<file path="src/scfi_pkg.sv">
package scfi_pkg;

	// command opcodes, top three bits of the word
	localparam logic [2:0] OP_NULL  = 3'h0;
	localparam logic [2:0] OP_MASK  = 3'h1;
	localparam logic [2:0] OP_MODE  = 3'h2;
	localparam logic [2:0] OP_CLEAR = 3'h3;
	localparam logic [2:0] OP_DTIME = 3'h4;

	// word layout
	localparam int WORD_BITS   = 8;
	localparam int OPC_MSB     = 7;
	localparam int OPC_LSB     = 5;
	localparam int GROUP_BIT   = 4;
	localparam int DESAT_BIT   = 3;
	localparam int SIMDRV_BIT  = 1;
	localparam int LOCK_BIT    = 0;
	localparam int DTCAL_BIT   = 0;

	// fault latch / status register 0 bit positions
	localparam int FLT_OVERTEMP = 0;
	localparam int FLT_DESAT    = 1;
	localparam int FLT_VLSUNDER = 2;
	localparam int FLT_OVERCUR  = 3;
	localparam int FLT_PHASE    = 4;
	localparam int FLT_FRAMING  = 5;
	localparam int FLT_WRLOCK   = 6;
	localparam int FLT_RESET    = 7;

	// values after reset, and the deadtime saturation limit
	localparam logic [7:0] LATCH_RST = 8'h80;
	localparam logic [3:0] MASK_RST  = 4'hf;
	localparam logic [7:0] DTIME_RST = 8'hff;
	localparam logic [7:0] DTIME_MAX = 8'hff;
	localparam logic [1:0] RSEL_RST  = 2'h0;

	// calibration pulse is two to this power deadtimes long (shift of 4, so 16)
	localparam int CAL_DIV_SHIFT = 4;

	typedef enum logic [2:0] {
		ST_IDLE  = 3'b001,
		ST_SHIFT = 3'b010,
		ST_CALIB = 3'b100
	} scfi_state_e;

	typedef struct packed {
		logic phase;
		logic overCurrent;
		logic vlsUnder;
		logic desat;
		logic overTemp;
	} scfi_fault_s;

	typedef struct packed {
		logic desatIgnore;
		logic simultaneousDriveMode;
		logic lock;
	} scfi_mode_s;

	typedef struct packed {
		logic [7:0] status3;
		logic [7:0] status2;
		logic [7:0] status1;
	} scfi_status_s;

endpackage

</file>
<file path="src/scfi_core.sv">
// Behaviour
// - act on last eight bits of frame
// - three opcode bits, five data bits
// - bit count not nonzero multiple of eight: error
// - first response after reset is status 0
// - query opcode selects status 0 to 3
// - mask commands load selected group nibble, return status 0
// - mask one enables flag; masks reset ones
// - opcode 010 sets mode bits, returns status 0
// - clear command clears selected group latches
// - opcode 100 sets deadtime, returns status 0
// - most commands return status register 0
// - pending interrupt drives interrupt pin high
// - faults latch until matching clear command
// - present unmasked fault keeps interrupt high
// - status shows faults since last clear
// - status query changes no latch or mask
// - clear acts only on error-free frame
// - fault set mid-frame survives its clear
// - latches clear at chip select rising edge
// - mask bits gate the listed fault sources
// - writes after lock refused, raise write error
// - calibration pulse counted, divided by sixteen
// - deadtime resets to 255 cycles
`timescale 1ns/100ps
module scfi_core
	import scfi_pkg::*;
#(
	parameter int CAL_W = 13
)(
	// clock and reset
	input  wire logic         clk,
	input  wire logic         nrst,
	// serial port pins
	input  wire logic         csN,
	input  wire logic         sclk,
	input  wire logic         si,
	output logic              so,
	output logic              soEn,
	// fault sources and other status
	input  wire scfi_fault_s  faults,
	input  wire scfi_status_s statusExt,
	// interrupt and configuration
	output logic              intOut,
	output scfi_mode_s        mode,
	output logic [7:0]        deadtime
);

	////////////////////////////////////////////////////////////////////////////
	logic [2:0]  pinS;
	logic        csS, sclkS, siS;
	logic        csPrev_q, sclkPrev_q, siPrev_q;
	logic        csFall, csRise, sclkRise, sclkFall;

	// select enters inverted so a cleared stage reads as deselected, no false fall
	scfi_sync #(
		.WIDTH(3)
	) u_sync (
		.clk    (clk),
		.nrst   (nrst),
		.asyncIn({~csN, sclk, si}),
		.syncOut(pinS)
	);

	assign {csS, sclkS, siS} = pinS ^ 3'b100;

	always_ff @(posedge clk)
	begin
		if (!nrst)
		begin
			csPrev_q   <= 1'b1;
			sclkPrev_q <= 1'b0;
			siPrev_q   <= 1'b0;
		end
		else
		begin
			csPrev_q   <= csS;
			sclkPrev_q <= sclkS;
			siPrev_q   <= siS;
		end
	end

	assign csFall   = csPrev_q & ~csS;
	assign csRise   = ~csPrev_q & csS;
	assign sclkRise = ~csS & ~sclkPrev_q & sclkS;
	assign sclkFall = ~csS & sclkPrev_q & ~sclkS;

	////////////////////////////////////////////////////////////////////////////
	scfi_state_e state_q;
	logic        calArm_q;
	logic [7:0]  rx_q;
	logic [2:0]  bitCnt_q;
	logic        anyBit_q;
	logic        calNoise_q;
	logic [CAL_W-1:0] calCnt_q;

	// state: a calibration pulse follows an armed deadtime command
	always_ff @(posedge clk)
	begin
		if (!nrst)
			state_q <= ST_IDLE;
		else
		begin
			case (state_q)
				ST_IDLE:  if (csFall) state_q <= calArm_q ? ST_CALIB : ST_SHIFT;
				ST_SHIFT: if (csRise) state_q <= ST_IDLE;
				ST_CALIB: if (csRise) state_q <= ST_IDLE;
				default:  state_q <= ST_IDLE;
			endcase
		end
	end

	// receive shift: only the last eight bits survive
	always_ff @(posedge clk)
	begin
		if (!nrst)
		begin
			rx_q     <= '0;
			bitCnt_q <= '0;
			anyBit_q <= 1'b0;
		end
		else if (csFall)
		begin
			bitCnt_q <= '0;
			anyBit_q <= 1'b0;
		end
		else if (state_q == ST_SHIFT && sclkRise)
		begin
			rx_q     <= {rx_q[6:0], siS};
			bitCnt_q <= bitCnt_q + 3'h1;
			anyBit_q <= 1'b1;
		end
	end

	// calibration: count clk cycles while chip select stays low
	always_ff @(posedge clk)
	begin
		if (!nrst)
		begin
			calCnt_q   <= '0;
			calNoise_q <= 1'b0;
		end
		else if (csFall)
		begin
			calCnt_q   <= '0;
			calNoise_q <= 1'b0;
		end
		else if (state_q == ST_CALIB)
		begin
			if (calCnt_q != '1)
				calCnt_q <= calCnt_q + CAL_W'(1);
			if (sclkS != sclkPrev_q || siS != siPrev_q)
				calNoise_q <= 1'b1;
		end
	end

	////////////////////////////////////////////////////////////////////////////
	logic       frameEnd, frameBad, cmdOk;
	logic [2:0] opcode;
	logic [4:0] cmdData;
	logic       cfgWrite, wrRefused;

	assign frameEnd = csRise && state_q == ST_SHIFT;
	assign frameBad = !anyBit_q || bitCnt_q != 3'h0;
	assign cmdOk    = frameEnd && !frameBad;
	assign opcode   = rx_q[OPC_MSB:OPC_LSB];
	assign cmdData  = rx_q[4:0];
	// anything that would change mask, mode or deadtime
	assign cfgWrite  = cmdOk && (opcode == OP_MASK || opcode == OP_MODE || opcode == OP_DTIME);
	assign wrRefused = cfgWrite && mode.lock;

	////////////////////////////////////////////////////////////////////////////
	logic [3:0] maskLow_q, maskHigh_q;
	logic [7:0] deadtimeCal;

	always_ff @(posedge clk)
	begin
		if (!nrst)
		begin
			maskLow_q  <= MASK_RST;
			maskHigh_q <= MASK_RST;
		end
		else if (cmdOk && opcode == OP_MASK && !mode.lock)
		begin
			if (cmdData[GROUP_BIT])
				maskHigh_q <= cmdData[3:0];
			else
				maskLow_q  <= cmdData[3:0];
		end
	end

	// lock can be set together with the mode, cleared only by reset
	always_ff @(posedge clk)
	begin
		if (!nrst)
			mode <= '0;
		else if (cmdOk && opcode == OP_MODE && !mode.lock)
		begin
			mode.desatIgnore           <= cmdData[DESAT_BIT];
			mode.simultaneousDriveMode <= cmdData[SIMDRV_BIT];
			mode.lock                  <= cmdData[LOCK_BIT];
		end
	end

	// pulse is sixteen deadtimes; divide and saturate
	assign deadtimeCal = (calCnt_q[CAL_W-1:CAL_DIV_SHIFT] > (CAL_W-CAL_DIV_SHIFT)'(DTIME_MAX)) ? DTIME_MAX
	                   : 8'(calCnt_q[CAL_W-1:CAL_DIV_SHIFT]);

	always_ff @(posedge clk)
	begin
		if (!nrst)
		begin
			deadtime <= DTIME_RST;
			calArm_q <= 1'b0;
		end
		else if (csRise && state_q == ST_CALIB)
		begin
			deadtime <= deadtimeCal;
			calArm_q <= 1'b0;
		end
		else if (cmdOk && opcode == OP_DTIME && !mode.lock)
		begin
			if (cmdData[DTCAL_BIT])
				calArm_q <= 1'b1;
			else
				deadtime <= '0;
		end
	end

	////////////////////////////////////////////////////////////////////////////
	logic [7:0] latch_q, snap_q, faultEvt, clrBits;
	logic       frmEvt;

	// a noisy calibration pulse still calibrates but is reported
	assign frmEvt = (frameEnd && frameBad) || (csRise && state_q == ST_CALIB && calNoise_q);

	assign faultEvt = {1'b0, wrRefused, frmEvt, faults.phase, faults.overCurrent,
	                   faults.vlsUnder, faults.desat, faults.overTemp};

	// only bits reported at frame start may be cleared
	assign clrBits = (cmdOk && opcode == OP_CLEAR) ?
	                 (cmdData[GROUP_BIT] ? {cmdData[3:0], 4'h0} : {4'h0, cmdData[3:0]}) & snap_q
	                 : 8'h00;

	// set beats clear, so a standing fault survives its clear
	always_ff @(posedge clk)
	begin
		if (!nrst)
			latch_q <= LATCH_RST;
		else
			latch_q <= (latch_q & ~clrBits) | faultEvt;
	end

	always_ff @(posedge clk)
	begin
		if (!nrst)
			snap_q <= '0;
		else if (csFall)
			snap_q <= latch_q;
	end

	always_ff @(posedge clk)
	begin
		if (!nrst)
			intOut <= 1'b0;
		else
			intOut <= |(latch_q & {maskHigh_q, maskLow_q});
	end

	////////////////////////////////////////////////////////////////////////////
	logic [1:0] respSel_q;
	logic [7:0] tx_q, respWord;

	always_ff @(posedge clk)
	begin
		if (!nrst)
			respSel_q <= RSEL_RST;
		else if (cmdOk)
			respSel_q <= (opcode == OP_NULL) ? cmdData[1:0] : RSEL_RST;
	end

	always_comb
	begin
		case (respSel_q)
			2'h1:    respWord = statusExt.status1;
			2'h2:    respWord = statusExt.status2;
			2'h3:    respWord = statusExt.status3;
			default: respWord = latch_q;
		endcase
	end

	// msb first; trailing bits pass the input on for daisy chains
	always_ff @(posedge clk)
	begin
		if (!nrst)
		begin
			tx_q <= '0;
			so   <= 1'b0;
			soEn <= 1'b0;
		end
		else
		begin
			soEn <= ~csS;
			if (csFall)
			begin
				tx_q <= {respWord[6:0], 1'b0};
				so   <= respWord[7];
			end
			else if (sclkFall && state_q == ST_SHIFT)
			begin
				so   <= tx_q[7];
				tx_q <= {tx_q[6:0], siS};
			end
		end
	end
endmodule // scfi_core

</file>
<file path="src/scfi_sync.sv">
`timescale 1ns/100ps
module scfi_sync
	import scfi_pkg::*;
#(
	parameter int WIDTH = 1
)(
	// clock and reset
	input  wire logic             clk,
	input  wire logic             nrst,
	// pins in, synchronised out
	input  wire logic [WIDTH-1:0] asyncIn,
	output logic      [WIDTH-1:0] syncOut
);

	logic [WIDTH-1:0] meta_q;

	// the first stage feeds only the second
	always_ff @(posedge clk)
	begin
		if (!nrst)
		begin
			meta_q  <= '0;
			syncOut <= '0;
		end
		else
		begin
			meta_q  <= asyncIn;
			syncOut <= meta_q;
		end
	end

endmodule // scfi_sync

</file>
<file path="config.mk">
export PLATFORM = sky130hd
export DESIGN_NAME = scfi_core
export DESIGN_NICKNAME = d
export VERILOG_FILES = /design/src/scfi_pkg.sv /design/src/scfi_core.sv /design/src/scfi_sync.sv
export SDC_FILE = /design/constraint.sdc
export NUM_CORES = 1
export LEC_CHECK = 0
export BUFFER_PORTS_ARGS = -buffer_cell sky130_fd_sc_hd__buf_2
export CORE_ASPECT_RATIO = 0.75
export CORE_UTILIZATION = 35
export DETAILED_ROUTE_END_ITERATION = 6
export GPL_ROUTABILITY_DRIVEN = 0
export PLACE_DENSITY = 0.54
export SETUP_SLACK_MARGIN = 0.2
export SLEW_MARGIN = 10
export SYNTH_ARGS = -nofsm -noshare
export SYNTH_HDL_FRONTEND = slang
export SYNTH_SLANG_ARGS = --single-unit
</file>
<file path="constraint.sdc">
create_clock -name clk -period 2.3 [get_ports clk]
set_clock_uncertainty 0.2 [all_clocks]
set_input_delay 0.23 -clock clk [delete_from_list [all_inputs] [get_ports clk]]
set_output_delay 0.23 -clock clk [all_outputs]
set_load 0.05 [all_outputs]
</file>
==> results of run 1 <==
==> per-layer routing <==
layer	vias up	track usage [%]	wire length, um
met4	0	4.115	87
met3	9	4.540	615
li1	1615	-	-
met1	1486	25.63	4767
met5	-	0	0
met2	81	23.49	3691
==> final cells by class <==
class                   instances  area, sq um
repair buffers                 69        420.4
clock buffers                  12        246.5
clock inverters                 3        43.79
well taps                     136        170.2
inverters                       7        26.28
flip-flops and latches         87         1744
fillers                      1015         5799
multi-input cells             300         1919
==> worst max-delay path, cell delays in order (launching register included) <==
cell and delay [ns]:
dfxtp_2 0.38, or3b_4 0.44, or3_4 0.40, or4_1 0.41, a21oi_1 0.15
==> sequential cells by signal, summed over array words and instances, names as in the netlist, 2 cells and up <==
| register | flops |
|---|---|
| tx_q | 8 |
| calCnt_q | 13 |
| maskHigh_q | 4 |
| snap_q | 8 |
| latch_q | 8 |
| state_q | 3 |
| bitCnt_q | 3 |
| maskLow_q | 4 |
| rx_q | 8 |
| respSel_q | 2 |
| u_sync.syncOut | 3 |
| deadtime | 8 |
| mode | 3 |
| u_sync.meta_q | 3 |
==> logic make-up after synthesis <==
| family | count (synthesis) | share of synthesized area [%] |
|---|---|---|
| DFF | 87 | 46.28 |
| AOI/OAI and AO/OA | 95 | 15.33 |
| muxes | 32 | 11.17 |
| buffers and inverters | 31 | 3.291 |
| and+or+nand+nor | 165 | 21.78 |
| adders and majority gates | 3 | 0.9974 |
| xor gates and xnor gates | 5 | 1.164 |
==> timing repair <==
action	CTS	global route
gates resized for setup	1	6
pin swaps	0	0
hold buffers	8	0
hold endpoints to repair	8	0
setup endpoints to repair	5	16
==> placed cells by master (no fill, tap or decap), types with 6 or more instances in the layout <==
| master | instances |
|---|---|
| buf_4 | 14 |
| nand2b_1 | 6 |
| mux4_2 | 8 |
| o2bb2ai_1 | 8 |
| buf_2 | 47 |
| and2_1 | 9 |
| nand4_1 | 8 |
| inv_1 | 7 |
| mux2i_1 | 24 |
| clkbuf_16 | 9 |
| nand3_1 | 12 |
| dfxtp_1 | 85 |
| a21oi_1 | 35 |
| nand2_1 | 50 |
| nor2_1 | 43 |
| o21ai_0 | 27 |
| nor3_1 | 9 |
| dlygate4sd3_1 | 8 |
==> power breakdown <==
part           switching [mW]  internal, mW
Combinational          0.0845        0.0713
Clock                   0.562         0.865
Sequential             0.0262          1.53
Total                   0.672          2.47
==> worst min-delay path by stage <==
stage | startpoint | to | slack (ns) | cells after the start
2_1_floorplan | csN | u_sync.meta_q[2] | 0.1 | 1
3_3_place_gp | csN | u_sync.meta_q[2] | 0.19 | 2
3_5_place_dp | csN | u_sync.meta_q[2] | 0.18 | 2
4_1_cts | nrst | latch_q[5] | 0.14 | 3
5_1_grt | nrst | latch_q[5] | 0.17 | 3
6_report | nrst | latch_q[5] | 0.15 | 3
==> impl_metrics.json, run 1 <==
{
  "num_antenna_cells": 0,
  "numCtsBuffers": 9,
  "synth.most_common_cell": "dfxtp_1",
  "crit_path_start": "state_q[0]",
  "final_util_pct": 44.08,
  "ff2ff_path_depth": 4,
  "firstDrtPassIters": 4,
  "rrSetupSlack_ns": 0.24,
  "fin_area_sq_um": 4571,
  "root_buffer": "clkbuf_16",
  "finalWorstSetupSlack_ns": 0.2407,
  "setup_viol": 0,
  "hold_ws_ns": 0.1514,
  "insertion_delay_ns": 0.34,
  "htreeDepth": 3,
  "synth_flop_cell": "dfxtp_1",
  "antenna_left": 0,
  "synth_area_sq_um": 3764,
  "drcViolationCount": 0,
  "grt_first_pass_wirelength_mm": 14.69,
  "synth_largest_area_cell": "dfxtp_1",
  "grt_util_all_layers_pct": 17.01,
  "core-area_sq_um": 10370,
  "stdcell_count": 614,
  "finalPower_mw": 3.143,
  "overflow": 0,
  "hold_path.class": "input pin to flip-flop",
  "synth_top_area_share_pct": 46.28,
  "finalCritPeriodShare_pct": 89.54,
  "yosys_warnings": 0,
  "place_inst": 591,
  "max-vdd-ir-drop_mv": 0.3832,
  "die_width_um": 121.7,
  "r2r_end": "calCnt_q[10]",
  "synth-edff-count": 0,
  "layout.nets": 511,
  "antenna_found_initial": 0,
  "ys_top_cells_by_count": "dfxtp_1, nand2_1, nor2_1, a21oi_1, o21ai_0",
  "fmaxAchievable_mhz": 485.6,
  "clk_pin_slew_ns": 0.06,
  "rsz0062_at_grt": "false",
  "grt_max_degree": 28,
  "reg2reg_from": "state_q[0]",
  "start_util_pct": 36.29,
  "arrival_ns": 2.13,
  "placed_area_sq_um": 4177,
  "cp-start-kind": "flip-flop",
  "viasPerCell": 5.197,
  "cts_tree": "yes",
  "setup.worst_path.end": "calCnt_q[10]",
  "clk_path_buf_depth": 2,
  "drive_above_1_share_pct": 19.04,
  "rows": 32,
  "syn2layout_area_growth_pct": 21.44,
  "io_pins": 48,
  "cts_setup_buffers": 0,
  "drv_cap": 0,
  "async_reset_ff_share_pct": 0,
  "syn-num-nets": 455,
  "die_y_um": 91.81,
  "wl_per_cell_um": 14.92,
  "avgSynthCellArea_sq_um": 9.004,
  "worstSetupPathType": "flip-flop to flip-flop",
  "seq_area_frac_synth_pct": 46.28,
  "cts_sinks": 87,
  "wirelength_mm": 9.161,
  "dp_hpwl_mm": 6.439,
  "leakage_nw": 1.668,
  "syn_inst": 418,
  "slew_violations": 0,
  "vias": 3191,
  "die-area_sq_um": 11180,
  "finalHoldViolCount": 0,
  "outcome": "finished clean",
  "worstSetupEndpointType": "flip-flop",
  "tns_ns": 0,
  "power-per-cell-area_nw_per_um2": 687.7,
  "grt_pass1_vias": 2900,
  "fin_crit_ns": 2.059,
  "required_ns": 2.37,
  "synth.area.top_cells": "dfxtp_1, mux2i_1, nand2_1",
  "tightest_slew_ns": 0.6638,
  "cp_max_fo": 11,
  "drt_iter0_drc": 143,
  "io_buffers": 47,
  "yosysUniqueCellTypes": 51,
  "synth_seq_cells": 87,
  "dpl_worst_slack_ns": 0.1910,
  "max_slew_margin_pct": 55.58
}
No activity file was read; power rests on OpenSTA's default activity.
==> run 2: changes to the inputs <==
PLACE_DENSITY = 0.61   (was 0.54)
SETUP_SLACK_MARGIN = default   (was 0.2)
SKIP_CTS_REPAIR_TIMING = 1   (was default)
==> impl_metrics.json, run 2 (same netlist as run 1, synthesis figures left out) <==
{
  "wl_per_cell_um": 14.46,
  "tns_ns": 0,
  "required_ns": 2.37,
  "clk_path_buf_depth": 2,
  "worstSetupEndpointType": "flip-flop",
  "die_y_um": 91.81,
  "cts_tree": "yes",
  "largest_register_ff_count": 13,
  "dp_hpwl_mm": 6.421,
  "cp_max_fo": 11,
  "antenna_left": 0,
  "finalPower_mw": 3.186,
  "io_pins": 48,
  "antenna_found_initial": 0,
  "worstSetupPathType": "flip-flop to flip-flop",
  "drcViolationCount": 0,
  "finalHoldViolCount": 1,
  "insertion_delay_ns": 0.34,
  "cp-start-kind": "flip-flop",
  "leakage_nw": 1.656,
  "die-area_sq_um": 11180,
  "drt_iter0_drc": 261,
  "start_util_pct": 36.29,
  "numCtsBuffers": 9,
  "syn2layout_area_growth_pct": 20.58,
  "die_width_um": 121.7,
  "grt_pass1_vias": 2893,
  "setup_viol": 0,
  "root_buffer": "clkbuf_16",
  "max-vdd-ir-drop_mv": 0.3323,
  "rsz0062_at_grt": "false",
  "outcome": "finished with violations",
  "io_buffers": 47,
  "htreeDepth": 3,
  "tightest_slew_ns": 0.5852,
  "rows": 32,
  "violations": "negative hold slack",
  "layout.nets": 507,
  "clk_pin_slew_ns": 0.06,
  "drv_cap": 0,
  "slew_violations": 0,
  "drive_above_1_share_pct": 18.11,
  "grt_first_pass_wirelength_mm": 14.77,
  "viasPerCell": 5.178,
  "num_antenna_cells": 0,
  "vias": 3164,
  "max_slew_margin_pct": 60.84,
  "core-area_sq_um": 10370,
  "top_register": "calCnt_q",
  "grt_util_all_layers_pct": 17.16,
  "overflow": 0,
  "layout_common_cells": "dfxtp_1, nand2_1, buf_2",
  "final_common_cell": "dfxtp_1",
  "hold_ws_ns": -0.03165,
  "finalCritPeriodShare_pct": 91.13,
  "power-per-cell-area_nw_per_um2": 702.1,
  "cts_sinks": 87,
  "arrival_ns": 2.17,
  "fmaxAchievable_mhz": 477.1,
  "hold_path.class": "input pin to flip-flop",
  "fin_crit_ns": 2.096,
  "wirelength_mm": 8.837,
  "firstDrtPassIters": 4,
  "grt_max_degree": 40
}
[run 2: changes by cell type in the layout (fill, tap and decap cells not counted), sizes merged]
cell,delta
clkbuf,+2
dlygate4sd3,-3
buf,-1
clkinv,-1
[run 2: worst paths after layout]
check	start	end	slack [ns]	cells past startpoint
setup reg to reg	state_q[0]	calCnt_q[10]	0.20	4
hold reg to reg	u_sync.meta_q[0]	u_sync.syncOut[0]	0.23	1
hold / removal	faults[1]	latch_q[1]	-0.03	3
setup / recovery	state_q[0]	calCnt_q[10]	0.20	4
[run 2: report_power, final]
group | internal (mW) | total, mW | leakage, nW | switching [mW]
sequential | 1.53 | 1.56 | 0.707 | 0.0256
combinational | 0.0669 | 0.149 | 0.802 | 0.0821
clock | 0.904 | 1.48 | 0.147 | 0.574
total | 2.50 | 3.19 | 1.66 | 0.682
[run 2: layer usage]
layer	track usage [%]	wire length (um)	vias up
li1	-	-	1606
met1	24.92	4517	1481
met2	23.59	3714	66
met3	5.348	487	11
met4	5.761	118	0
met5	0	0	-
[run 2: final cells by class]
type	instances	area, sq um
fillers	1017	5832
well taps	136	170.2
inverters	7	26.28
repair buffers	65	382.9
clock inverters	2	38.79
multi-input cells	300	1914
flip-flops and latches	87	1742
clock buffers	14	264.0
[run 2: critical path: stages, from the launching register on]
cell     delay (ns)
dfxtp_1        0.41
or3b_1         0.47
or3_4          0.40
or4_1          0.40
a21oi_1        0.14
[run 2: per-stage QoR]
step           setup slack [ns]  hold slack [ns]  cells  instance area [sq um]  util [%]
2_1_floorplan            0.3458          0.09669    418                   3764         -
3_3_place_gp             0.2608           0.1874    590                   4169     40.20
3_5_place_dp             0.1556           0.2055    590                   4169     40.20
4_1_cts                  0.1237          -0.1504    606                   4472     43.12
5_1_grt                 0.09117       -0.0005166    611                   4538     43.76
6_report                 0.2039         -0.03165    611                   4538     43.76
==> run 3: changes to the inputs <==
SYNTH_HIERARCHICAL = 1   (was default)
==> impl_metrics.json, run 3 <==
{
  "outcome": "finished with violations",
  "violations": "negative hold slack",
  "drcViolationCount": 0,
  "grt_pass1_vias": 2968,
  "io_pins": 48,
  "async_reset_ff_share_pct": 0,
  "die_width_um": 122.7,
  "hold_path.class": "input pin to flip-flop",
  "cp_max_fo": 10,
  "setup_viol": 0,
  "hold_path.startpoint": "faults[4]",
  "core-area_sq_um": 10450,
  "top_register": "calCnt_q",
  "firstDrtPassIters": 5,
  "largest_register_ff_count": 13,
  "synth.most_common_cell": "dfxtp_1",
  "ys_top_cells_by_count": "dfxtp_1, nand2_1, nor2_1, a21oi_1, o21ai_0",
  "hold_end": "latch_q[4]",
  "grt_first_pass_wirelength_mm": 14.92,
  "required_ns": 2.35,
  "rrSetupSlack_ns": 0.19,
  "die-area_sq_um": 11350,
  "avgSynthCellArea_sq_um": 9.018,
  "start_util_pct": 36.59,
  "io_buffers": 47,
  "synth.area.top_cells": "dfxtp_1, mux2i_1, nand2_1",
  "num_antenna_cells": 0,
  "slew_violations": 0,
  "finalHoldViolCount": 2,
  "rows": 32,
  "r2r_end": "calCnt_q[9]",
  "syn2layout_area_growth_pct": 18.78,
  "worst-path-buf-inv": 0,
  "numCtsBuffers": 9,
  "overflow": 0,
  "root_buffer": "clkbuf_16",
  "layout_common_cells": "dfxtp_1, nand2_1, buf_2",
  "clk_path_buf_depth": 2,
  "synth_largest_area_cell": "dfxtp_1",
  "wl_per_cell_um": 14.63,
  "leakage_nw": 1.713,
  "fmaxAchievable_mhz": 473.9,
  "worstSetupPathType": "flip-flop to flip-flop",
  "antenna_found_initial": 0,
  "slowest_stage": "or4_1",
  "drive_above_1_share_pct": 19.08,
  "critPathMaxStageDelay_ns": 0.58,
  "yosysUniqueCellTypes": 58,
  "syn-num-nets": 461,
  "clk_pin_slew_ns": 0.06,
  "insertion_delay_ns": 0.33,
  "cts_tree": "yes",
  "drt_iter0_drc": 204,
  "grt_max_degree": 42,
  "cp-start-kind": "flip-flop",
  "fillCellCount": 1015,
  "whs_path_depth": 3,
  "dp_hpwl_mm": 6.503,
  "reg2reg_from": "state_q[2]",
  "synth_top_area_share_pct": 45.55,
  "worstSetupEndpointType": "flip-flop",
  "arrival_ns": 2.16,
  "layout.nets": 511,
  "ff2ff_path_depth": 4,
  "seq_area_frac_synth_pct": 45.55,
  "wirelength_mm": 8.966,
  "syn_inst": 424,
  "cts_sinks": 87,
  "viasPerCell": 5.274,
  "synth-edff-count": 0,
  "stdcell_count": 613,
  "tightest_slew_ns": 0.7538,
  "antenna_left": 0,
  "power-per-cell-area_nw_per_um2": 664.1,
  "fin_crit_ns": 2.110,
  "synth_area_sq_um": 3824,
  "synth_seq_cells": 87,
  "finalCritPeriodShare_pct": 91.75,
  "grt_util_all_layers_pct": 17.14,
  "cp_top_family": "simple AND/OR/NAND/NOR gates",
  "final_common_cell": "dfxtp_1",
  "drv_cap": 0,
  "vias": 3233,
  "htreeDepth": 3,
  "die_y_um": 92.52,
  "synth_flop_cell": "dfxtp_1",
  "tns_ns": 0,
  "place_inst": 593,
  "max_slew_margin_pct": 49.64,
  "worstPathCellList": "nor3b_2, nand4_1, or4_1, a21oi_1",
  "max-vdd-ir-drop_mv": 0.4840,
  "rsz0062_at_grt": "false",
  "yosys_warnings": 6,
  "hold_ws_ns": -0.02619
}
[run 3: cell types whose count changed after synthesis, moves of 3 or more]
cell | before | now
nor4_1 | 1 | 4
nor3_1 | 9 | 3
and3_1 | 2 | 5
nand3_1 | 13 | 16
a31oi_1 | 1 | 4
nand4_1 | 8 | 5
a41o_1 | 0 | 4
inv_1 | 7 | 10
[run 3: worst max-delay path by stage]
stage / to / cells past startpoint / slack (ns) / startpoint
floorplan: deadtime[0] / 4 / 0.41 / mode[0]
global placement: mode[2] / 4 / 0.29 / state_q[1]
detailed placement: calCnt_q[9] / 4 / 0.21 / state_q[2]
CTS: calCnt_q[9] / 4 / 0.19 / state_q[2]
global route: calCnt_q[7] / 4 / 0.04 / state_q[2]
finish: calCnt_q[9] / 4 / 0.19 / state_q[2]
[run 3: tightest hold or removal path: stages]
cell,delay [ns]
buf_2,0.08
nor2_1,0.04
a21oi_1,0.12
[run 3: cells by family (layout without fill, tap and decap cells)]
| kind of cell | after synthesis | after routing | synth area share (%) |
|---|---|---|---|
| buffers and inverters | 36 | 89 | 3.959 |
| xor gates and xnor gates | 5 | 5 | 1.145 |
| AOI/OAI and AO/OA | 100 | 100 | 16.10 |
| and+or+nand+nor | 163 | 163 | 21.79 |
| muxes | 30 | 30 | 10.47 |
| DFF | 87 | 87 | 45.55 |
| adders and majority gates | 3 | 3 | 0.9818 |
[run 3: cell type report]
type                       instances  area [sq um]  area share (%)
clock buffer                      10         239.0           5.262
timing repair buffer              64         390.4           8.595
clock inverter                     4         23.77          0.5234
tap                              136         170.2           3.747
multi-input combinational        301          1936           42.62
inverter                          11         41.29          0.9091
sequential                        87          1742           38.35
[run 3: layer usage]
| metal | vias up | GRT usage [%] | share of wire [%] |
|---|---|---|---|
| met2 | 95 | 24.44 | 42 |
| met4 | 0 | 4.573 | 0.95 |
| met3 | 7 | 4.249 | 5.3 |
| met1 | 1513 | 25.28 | 52 |
| li1 | 1618 | - | - |
| met5 | - | 0 | 0 |
[run 3: power by group]
group	switching, mW	internal (mW)	total [mW]
clock	0.559	0.745	1.30
sequential	0.0257	1.53	1.56
combinational	0.0848	0.0685	0.153
total	0.670	2.35	3.02
[run 3: metrics by stage]
step	total power, mW	utilization [%]	area, sq um	setup WS [ns]
6_report	3.016	43.46	4542	0.1897
2_1_floorplan	1.677	-	3824	0.4131
3_3_place_gp	1.733	40.37	4219	0.2930
4_1_cts	3.051	42.89	4482	0.1948
3_5_place_dp	1.737	40.37	4219	0.2053
5_1_grt	3.153	43.46	4542	0.03889
